--- src/logic/host_port_pkg.sv ---
// constants, latency counts and state types for the host bus port
// assumes a single clock domain running at the internal controller clock
package host_port_pkg;
  localparam int         ADDR_W            = 8;
  localparam int         CLOCK_MHZ         = 200;
  localparam int         CLOCK_PERIOD_NS   = 1000 / CLOCK_MHZ;
  // register addresses answered without waiting on the write path, 02H in async mode only
  localparam logic [7:0] FAST_REG_A        = 8'h02;
  localparam logic [7:0] FAST_REG_B        = 8'h04;
  localparam logic [7:0] FAST_REG_C        = 8'h05;
  // parallel port output register, sits on the lower lane
  localparam logic [7:0] PORT_OUT_ADDR     = 8'h2E;
  localparam logic [7:0] PORT_OUT_RESET    = 8'h00;
  // spacing, in clock periods, that separates a pending write from a settled one
  localparam int         WRITE_GAP_MCLK    = 2;
  localparam logic [1:0] GAP_LIMIT         = 2'(WRITE_GAP_MCLK);
  localparam logic [1:0] GAP_SAT           = 2'h3;
  // read latencies in tenths of a clock period, longest times round down
  localparam int         LS_LAT_X10        = 15;
  localparam int         LS_PEND_LAT_X10   = 35;
  localparam logic [1:0] LAT_FAST          = 2'h1;
  localparam logic [1:0] LAT_SLOW          = 2'(LS_LAT_X10 / 10);
  localparam logic [1:0] LAT_SLOW_PEND     = 2'(LS_PEND_LAT_X10 / 10);
  // port pin update window after the end of the write, in clock periods
  localparam int         PORT_UPD_MIN_MCLK = 1;
  localparam int         PORT_UPD_MAX_MCLK = 2;

  typedef enum logic [1:0] {ACK_IDLE, ACK_WAIT, ACK_LOW, ACK_PARK} ack_state_t;
endpackage

--- src/logic/host_bus_port.sv ---
// host bus port: multiplexed 16-bit and non-multiplexed asynchronous cycles,
// write holding stage, fast/slow register reads, acknowledge and port pins.
// assumes all host pins are already synchronous to clock_i.
// Operation
// - 16-bit mode: odd byte on upper lane, even byte on lower lane.
// - 16-bit mode: address bit zero is ignored in decoding.
// - upper strobe writes odd byte, lower strobe even byte; only strobed lanes.
// - 16-bit reads are always word reads returning both bytes.
// - read is unpending when over two clocks follow the last write end.
// - write is pending when two clocks or fewer follow the previous write end.
// - registers 02H, 04H, 05H answer fast, 02H in async mode only (16-bit word 02H is slow); all others are slow.
// - slow reads take about 1.5 clocks, or 3.5 with a write pending.
// - port pins update one to two clocks after the write ends.
// - async mode: acknowledge asserts promptly after chip select falls.
// - pending write: acknowledge waits two clocks past previous write end.
// - slow async reads have data valid by the acknowledge.
// - after chip select rises, acknowledge driven high briefly, then released.
// - async pending judged from previous write's chip select rising edge.
`timescale 1ns/100ps
module host_bus_port (
  input  wire logic                        clock_i,
  input  wire logic                        rst_i,
  input  wire logic                        mode_async_i,
  input  wire logic                        cs_n_i,
  input  wire logic                        rd_strobe_n_i,
  input  wire logic                        upper_byte_write_strobe_n_i,
  input  wire logic                        lower_byte_write_strobe_n_i,
  input  wire logic                        addr_latch_strobe_i,
  input  wire logic                        rw_n_i,
  input  wire logic [host_port_pkg::ADDR_W-1:0] addr_i,
  input  wire logic [7:0]                  upper_addr_data_lane_i,
  input  wire logic [7:0]                  lower_addr_data_lane_i,
  output logic      [7:0]                  upper_addr_data_lane_o,
  output logic      [7:0]                  lower_addr_data_lane_o,
  output logic                             addr_data_lane_oe_o,
  output logic                             transfer_ack_n_o,
  output logic                             transfer_ack_oe_o,
  output logic      [7:0]                  port_pins_o
);
  import host_port_pkg::*;

  localparam int PORT_DLY = PORT_UPD_MAX_MCLK;

  logic [7:0]  regs_q [2**ADDR_W];
  logic        cs_n_q, rd_n_q, wh_n_q, wl_n_q, rw_n_q;
  logic [7:0]  addr_q, addr_d;
  logic [7:0]  hold_addr_q, hold_addr_d;
  logic [15:0] hold_data_q, hold_data_d;
  logic [1:0]  hold_be_q, hold_be_d;
  logic        hold_v_q, hold_v_d;
  logic [1:0]  gap_q, gap_d;
  logic [1:0]  rd_cnt_q, rd_cnt_d;
  logic        ack_rd_q, ack_rd_d, ack_n_q, ack_n_d, ack_oe_q, ack_oe_d;
  ack_state_t  ack_st_q, ack_st_d;
  logic [7:0]  up_q, up_d, lo_q, lo_d, port_q, port_d;
  logic        oe_q, oe_d;
  logic        cs_fall, cs_rise, wh_rise, wl_rise, wr_end, rd_start, acc_end;
  logic        pend_rd, pend_wr, fast, rd_load;
  logic [7:0]  cur_addr;

  function automatic logic is_fast(input logic [7:0] a);
    return (a == FAST_REG_A) || (a == FAST_REG_B) || (a == FAST_REG_C);
  endfunction

  // edge detection on the sampled host strobes
  always_comb begin
    cs_fall  = cs_n_q && !cs_n_i;
    cs_rise  = !cs_n_q && cs_n_i;
    wh_rise  = !wh_n_q && upper_byte_write_strobe_n_i && !cs_n_q;
    wl_rise  = !wl_n_q && lower_byte_write_strobe_n_i && !cs_n_q;
    // write ends on the strobe release, or on chip select release in async mode
    wr_end   = mode_async_i ? (cs_rise && !rw_n_q) : (wh_rise || wl_rise);
    rd_start = mode_async_i ? (cs_fall && rw_n_i)
                            : (rd_n_q && !rd_strobe_n_i && !cs_n_i);
    acc_end  = mode_async_i ? cs_rise : (!rd_n_q && rd_strobe_n_i);
    cur_addr = mode_async_i ? addr_i : addr_q;
    // a word read is fast only when both bytes are fast registers
    fast     = is_fast(cur_addr) && (mode_async_i || is_fast(cur_addr | 8'h01));
    pend_rd  = gap_q < GAP_LIMIT;  // gap lags the strobe by one edge
    pend_wr  = gap_q < GAP_LIMIT;
    rd_load  = rd_cnt_q == 2'h1;
  end

  // address latch, holding stage, write gap timer and port output
  always_comb begin
    addr_d      = addr_q;
    hold_addr_d = hold_addr_q;
    hold_data_d = hold_data_q;
    hold_be_d   = hold_be_q;
    hold_v_d    = 1'b0;
    gap_d       = (gap_q == GAP_SAT) ? gap_q : gap_q + 2'h1;
    port_d      = port_q;
    if (!mode_async_i && addr_latch_strobe_i) begin
      addr_d = {lower_addr_data_lane_i[7:1], 1'b0};
    end else if (mode_async_i && cs_fall) begin
      addr_d = addr_i;
    end
    if (wr_end) begin
      hold_v_d    = 1'b1;
      hold_addr_d = addr_q;
      gap_d       = 2'h0;
      if (mode_async_i) begin
        hold_data_d = {8'h00, lower_addr_data_lane_i};
        hold_be_d   = 2'b01;
      end else begin
        hold_data_d = {upper_addr_data_lane_i, lower_addr_data_lane_i};
        hold_be_d   = {wh_rise, wl_rise};
      end
    end
    // pins follow one edge after commit, so never sooner than one clock
    if (hold_v_q && hold_be_q[0] && hold_addr_q == PORT_OUT_ADDR) begin
      port_d = hold_data_q[7:0];
    end
    if (hold_v_q && hold_be_q[1] && (hold_addr_q | 8'h01) == PORT_OUT_ADDR) begin
      port_d = hold_data_q[15:8];
    end
  end

  // read latency counter and data lanes
  always_comb begin
    rd_cnt_d = (rd_cnt_q == 2'h0) ? rd_cnt_q : rd_cnt_q - 2'h1;
    up_d     = up_q;
    lo_d     = lo_q;
    oe_d     = oe_q;
    if (rd_start) begin
      // slow registers wait out a write that may still be committing
      rd_cnt_d = fast ? LAT_FAST : (pend_rd ? LAT_SLOW_PEND : LAT_SLOW);
    end else if (rd_load) begin
      oe_d = 1'b1;
      if (mode_async_i) begin
        lo_d = regs_q[addr_q];
        up_d = 8'h00;
      end else begin
        lo_d = regs_q[addr_q];
        up_d = regs_q[addr_q | 8'h01];
      end
    end
    if (acc_end) begin
      oe_d     = 1'b0;
      rd_cnt_d = 2'h0;
    end
  end

  // acknowledge handshake, used in the asynchronous mode only
  always_comb begin
    ack_st_d = ack_st_q;
    ack_rd_d = ack_rd_q;
    unique case (ack_st_q)
      ACK_IDLE: begin
        if (mode_async_i && cs_fall) begin
          ack_rd_d = rw_n_i;
          ack_st_d = (!rw_n_i && !pend_wr) ? ACK_LOW : ACK_WAIT;
        end
      end
      ACK_WAIT: begin
        if (cs_rise) begin
          ack_st_d = ACK_PARK;
        end else if (ack_rd_q ? rd_load : !pend_wr) begin
          ack_st_d = ACK_LOW;
        end
      end
      ACK_LOW: begin
        if (cs_rise) begin
          ack_st_d = ACK_PARK;
        end
      end
      ACK_PARK: begin
        ack_st_d = ACK_IDLE;
      end
    endcase
    // pins registered from the next state so they leave a flop with unchanged timing
    ack_n_d  = ack_st_d != ACK_LOW;
    ack_oe_d = (ack_st_d == ACK_LOW) || (ack_st_d == ACK_PARK);
  end

  // register stage; the register array itself is data and is not reset
  always_ff @(posedge clock_i) begin
    if (hold_v_q && hold_be_q[0]) begin
      regs_q[hold_addr_q] <= hold_data_q[7:0];
    end
    if (hold_v_q && hold_be_q[1]) begin
      regs_q[hold_addr_q | 8'h01] <= hold_data_q[15:8];
    end
    if (rst_i) begin
      cs_n_q      <= 1'b1;
      rd_n_q      <= 1'b1;
      wh_n_q      <= 1'b1;
      wl_n_q      <= 1'b1;
      rw_n_q      <= 1'b1;
      addr_q      <= 8'h00;
      hold_addr_q <= 8'h00;
      hold_data_q <= 16'h0000;
      hold_be_q   <= 2'b00;
      hold_v_q    <= 1'b0;
      gap_q       <= GAP_SAT;
      rd_cnt_q    <= 2'h0;
      ack_rd_q    <= 1'b0;
      ack_st_q    <= ACK_IDLE;
      ack_n_q     <= 1'b1;
      ack_oe_q    <= 1'b0;
      up_q        <= 8'h00;
      lo_q        <= 8'h00;
      oe_q        <= 1'b0;
      port_q      <= PORT_OUT_RESET;
    end else begin
      cs_n_q      <= cs_n_i;
      rd_n_q      <= rd_strobe_n_i;
      wh_n_q      <= upper_byte_write_strobe_n_i;
      wl_n_q      <= lower_byte_write_strobe_n_i;
      rw_n_q      <= rw_n_i;
      addr_q      <= addr_d;
      hold_addr_q <= hold_addr_d;
      hold_data_q <= hold_data_d;
      hold_be_q   <= hold_be_d;
      hold_v_q    <= hold_v_d;
      gap_q       <= gap_d;
      rd_cnt_q    <= rd_cnt_d;
      ack_rd_q    <= ack_rd_d;
      ack_st_q    <= ack_st_d;
      ack_n_q     <= ack_n_d;
      ack_oe_q    <= ack_oe_d;
      up_q        <= up_d;
      lo_q        <= lo_d;
      oe_q        <= oe_d;
      port_q      <= port_d;
    end
  end

  // outputs straight from flip-flops
  assign upper_addr_data_lane_o = up_q;
  assign lower_addr_data_lane_o = lo_q;
  assign addr_data_lane_oe_o    = oe_q;
  assign transfer_ack_n_o       = ack_n_q;
  assign transfer_ack_oe_o      = ack_oe_q;
  assign port_pins_o            = port_q;
endmodule

--- config.mk ---
export PLATFORM = sky130hd
export DESIGN_NAME = host_bus_port
export DESIGN_NICKNAME = d
export VERILOG_FILES = /design/src/logic/host_port_pkg.sv /design/src/logic/host_bus_port.sv
export SDC_FILE = /design/constraint.sdc
export NUM_CORES = 2
export LEC_CHECK = 0
export BUFFER_PORTS_ARGS = -buffer_cell sky130_fd_sc_hd__clkbuf_2
export CELL_PAD_IN_SITES_DETAIL_PLACEMENT = 1
export CELL_PAD_IN_SITES_GLOBAL_PLACEMENT = 1
export CORE_UTILIZATION = 45
export DETAILED_ROUTE_END_ITERATION = 8
export GPL_ROUTABILITY_DRIVEN = 0
export PLACE_DENSITY_LB_ADDON = 0.1
export RECOVER_POWER = 25
export SLEW_MARGIN = 20
export SYNTH_ARGS = -nofsm -noshare
export SYNTH_HDL_FRONTEND = slang
export SYNTH_SLANG_ARGS = --single-unit
--- constraint.sdc ---
create_clock -name clock_i -period 3.5 [get_ports clock_i]
set_input_delay 0.525 -clock clock_i [delete_from_list [all_inputs] [get_ports clock_i]]
set_output_delay 0.525 -clock clock_i [all_outputs]
set_load 0.01 [all_outputs]
== Word-level counts from Yosys, hierarchy flattened ==
Memories as Yosys holds them, arrays and structs flattened. A register that Yosys moved wholly into a read port is not among the register bits.
Cells that the tools add are included.
Cells by class
  eq/ne operators: 15
  $add $sub $neg: 2
  bitwise operators: 1
  muxes and demuxes: 29
  reduce and logical (&&, ||, !) cells: 40
  order comparisons: 1
Operators by type and width (count)
  8-bit 2-to-1 mux: 6
  2-bit 2-to-1 mux: 12
  1-bit logical AND: 18
  8-bit by 3-bit equality test with 1-bit output, second input constant: 2
  16-bit 2-to-1 mux: 1
  2-bit equality test, second input constant: 5
  1-bit zero test: 10
  1-bit 2-to-1 mux: 9
  8-bit by 2-bit equality test with 1-bit output, second input constant: 1
  8-bit by 6-bit equality test with 1-bit output, second input constant: 1
  2-bit one-hot mux with 4 select lines: 1
  7-bit by 2-bit equality test with 1-bit output, second input constant: 1
  2-bit inequality test, second input constant: 3
  1-bit logical OR: 5
  2-bit by 1-bit equality test with 1-bit output, second input constant: 2
  2-bit zero test: 2
  2-bit AND reduction: 2
  2-bit OR reduction: 2
  2-bit by 1-bit adder with 2-bit output, second input constant: 1
  2-bit less-than comparator, second input constant: 1
  2-bit nonzero test: 1
  2-bit by 1-bit subtractor with 2-bit output, second input constant: 1
  1-bit NOT: 1
Word-level totals
  word-level logic and storage cells: 109
  bits in registers: 66
  memories kept: 1
  output and inout port bits: 27
  input port bits: 33
  memory bits (writable): 2048
Memory list
  regs_q: depth 256, width 8, rd ports 2, clocked after Yosys merged registers in 2, wr ports 2, line host_bus_port.sv:44  | logic [7:0] regs_q [2**ADDR_W];

== Depth between registers and ports, before layout ==
  depth in word-level cells: 8
  mapped depth: 13
  depth with buffers taken out: 7

== Worst setup path before layout ==
No wires, ideal clock.
  path type: flip-flop to flip-flop
  from: register with a tool-made name
  to: register up_q[0] (netlist: upper_addr_data_lane_o[0])
  cell stages (with the launch flop): 10
  arrival: 2.778 ns
  setup slack: 0.598 ns
  data required time: 3.376 ns
  buffers on the path: 4
  cells stage by stage: dfxtp_1 -> clkbuf_1 -> buf_2 -> clkbuf_1 -> clkbuf_1 -> mux4_2 -> mux4_2 -> mux2_2 -> o211ai_1 -> nand3_1
RTL lines
  end signal: assignment: line host_bus_port.sv:222  | up_q <= up_d;
  end: declaration: line host_bus_port.sv:55  | logic [7:0] up_q, up_d, lo_q, lo_d, port_q, port_d;

==> out/summary.txt <==
number of buffers created by CTS -> 228
warnings from Yosys -> 0
maximum count of clock buffers along a single path -> 3
Cell Chain, Critical Path -> buf_2 > mux2_2
total number of placement rows -> 176
Mean Syn Cell Area -> 17.5 µm²
worst vdd ir -> 570 µV
vias in the first global route -> 66800
Max transition margin -> -0.674
total routing usage reported by global routing -> 0.362
post-synthesis cell count -> 5953
Worst Setup Start Kind -> register
transition at the pin with the smallest max-transition slack -> 2.51 ns
Total Wirelength -> 421000 µm
Skew-Pair Late Insertion Delay -> 0.91 ns
core outline area -> 230000 µm²
share of cells above drive strength 1 -> 0.469
clk_skew -> 0.0620 ns
GR Overflow Total -> 0
antenna violations before repair -> 43
post-DP HPWL -> 288000 µm
maximum net fanout on the critical path -> 60
count of different cell masters after synthesis -> 69
Seq cells post-synth -> 2128
leading area contributor after synthesis -> edfxtp_1
share of synthesized registers carrying an async set or reset -> 0
post-synth top area share -> 0.592
synthesized netlist net count -> 5989
first-pass GRT wire length -> 576000 µm
highest clock frequency the design can meet -> 285 MHz
period utilization -> 1.00
post-layout total power -> 57.8 mW
area overhead of the layout relative to synthesis -> 16.2%
sink count of the clock tree -> 2128
count of buffers from port buffering -> 59
main combinational cell family by area after synthesis -> multiplexers
clk slew on worst S/H paths -> 0.06 ns
drt first pass iters -> 6
slowest library cell on the worst path -> dfxtp_1
Final setup violation count -> 5
worst path setup slack after routing -> -0.0138 ns
cell area after technology mapping -> 104000 µm²
synthesized-area fraction occupied by and/or/nand/nor cells -> 0.0289
Setup crit end kind -> register
height of the die -> 483 µm
leakage component of the power -> 43.2 nW
count of antenna-violating nets left after detailed routing -> 0
initial cell density of the core -> 0.452
Cell Pwr Density -> 479 nW/µm²
violation count after the first detailed-routing iteration -> 9908
pin count of the biggest net entering global routing -> 107
number of H-tree levels -> 4
Synth Area in Compound Gates -> 0.0320
synthesized-area fraction occupied by adder cells -> 0.000361
xor-xnor portion of the synthesized cell area -> 0.000169
I/O pin cnt -> 60
vias after detailed routing -> 67600
count of pins over their slew limit -> 523
Crit path required time -> 4.23 ns
data arrival at the endpoint of the critical path -> 4.25 ns
violations in the final reports -> max-capacitance violations, max-slew violations, negative setup slack
utilization of the core after routing -> 0.526
type of the worst setup path -> register to register
top cells by area in the synthesized netlist -> edfxtp_1, mux4_2, mux2_2, mux2i_1, dfxtp_1
RSZ-0062 raised after global routing -> no
status -> complete, but fails checks
number of hold-slack violations in the final timing report -> 0
top cells by instance count after synthesis -> edfxtp_1, mux2_2, mux4_2
fill count -> 21000
die area -> 233000 µm²
maximum capacitance violations -> 9
dominant cell by count in the synthesized netlist -> edfxtp_1
sequential share of the synthesized area -> 0.607
final period demand of the worst path -> 3.51 ns
CP max stage delay -> 1.65 ns
clock tree from TritonCTS -> yes
WL per Instance -> 43.2 µm
detail-routed via count per cell -> 6.95
worst hold-check path type -> input port to register
mux cell area share after synthesis -> 0.307
number of flops mapped to enable cells by yosys -> 2048
die width -> 483 µm
DRC violation count after routing -> 0
total number of nets in the final design -> 6527
prevailing post-synth register cell -> edfxtp_1
root cell of the clock tree -> clkbuf_16
layout by cell type, fill, tap and decap left out, types with 9 or more instances in the layout:
cell type      synthesis  routed
edfxtp_1            2048    2048
mux2_2              1046    1046
mux4_2               821     821
buf_4                 29     694
nor2_1               285     283
clkbuf_16              0     233
nand2_1              238     220
mux2i_1              165     165
o22ai_1              124     123
buf_12                 0      94
a21oi_1               93      92
clkbuf_2               0      68
o21ai_0               66      65
dfxtp_1               80      59
clkbuf_1             415      57
clkinv_1               3      54
clkinv_2               0      46
a22oi_1               32      32
nand3_1               34      30
a221oi_1              29      27
o221ai_1              24      24
bufinv_16              0      24
dlygate4sd3_1          0      22
diode_2                0      20
nor2b_1               24      20
nor3_1                19      19
and2_1                20      18
nand2_2                0      18
dfxtp_4                0      17
o211ai_1              13      13
a211oi_1              12      12
a2111oi_0             14      12
a221o_1               12      12
or2_2                 11      11
nand2b_1              10      10
nand3b_1               9       9
stage by stage:
step	hold WS, ns	instances	setup WS [ns]	area [µm²]	TNS [ns]
after detailed placement	0.455	9259	-0.169	113000	-0.370
final	0.0663	9730	-0.0138	121000	-0.0261
after global routing	0.0876	9711	0.0117	121000	0
after CTS	0.0176	9705	0.0396	121000	0
after global placement	0.444	9259	-0.192	113000	-0.345
after floorplan	0.432	5953	0.598	104000	0
cells by family after synthesis:
| group | Yosys count |
|---|---|
| multiplexers | 2032 |
| XOR/XNOR | 2 |
| flip-flops | 2128 |
| AO/OA/AOI/OAI | 494 |
| adder cells (fa/ha/maj) | 3 |
| AND/OR/NAND/NOR | 693 |
| buffers and inverters | 601 |
worst max-delay path, delay by kind of cell, from the launching register on:
kind,cells,cell delay [ns]
buffers and inverters,1,1.25
DFF,1,1.65
muxes,1,0.34
layer usage:
metal	track usage	vias to the layer above	part of all wire
met4	0.180	32	0.057
met3	0.0868	927	0.10
met5	0	-	0.00052
li1	-	25600	-
met2	0.552	4482	0.46
met1	0.486	36500	0.38
timing repair:
item | in CTS | in global routing
pin swaps | 0 | 0
resized for setup | 3 | 7
setup endpoints to repair | 5 | 5
hold buffers | 22 | 0
endpoints found under the hold margin | 27 | 0
setup buffers | 1 | 5
state kept, by name, summed over array words and instances, names as in the netlist, 2 cells and up, named ones only:
signal	flops
gap_q	2
port_pins_o	8
hold_addr_q	8
lower_addr_data_lane_o	8
regs_q	2048
rd_cnt_q	2
hold_be_q	2
upper_addr_data_lane_o	8
hold_data_q	16
addr_q	8
final timing paths:
| kind | from | slack, ns | depth (start not counted) | end |
|---|---|---|---|---|
| worst max register to register | hold_data_q[2] | -0.01 | 2 | regs_q[111][2] |
| worst max-delay path | hold_data_q[2] | -0.01 | 2 | regs_q[111][2] |
| worst min-delay path | addr_i[5] | 0.07 | 3 | register |
| worst min register to register | port_pins_o[4] | 0.46 | 2 | port_pins_o[4] |
final cells by class:
| class | instances | area (µm²) | share of cell area |
|---|---|---|---|
| diodes | 20 | 50.0 | 0.000415 |
| inverters | 11 | 51.3 | 0.000425 |
| well taps | 3026 | 3790 | 0.0314 |
| flip-flops and latches | 2128 | 63200 | 0.523 |
| clock buffers | 283 | 6060 | 0.0502 |
| repair buffers | 898 | 7790 | 0.0645 |
| multi-input cells | 3224 | 38500 | 0.319 |
| clock inverters | 140 | 1350 | 0.0112 |
power breakdown:
part	internal, mW	leakage, nW	switching [mW]
clock	14.0	3.62	10.6
sequential	27.7	22.2	0.258
combinational	2.05	17.4	3.21
total	43.7	43.2	14.1
Note: power is estimated with default switching activity, not from simulation.
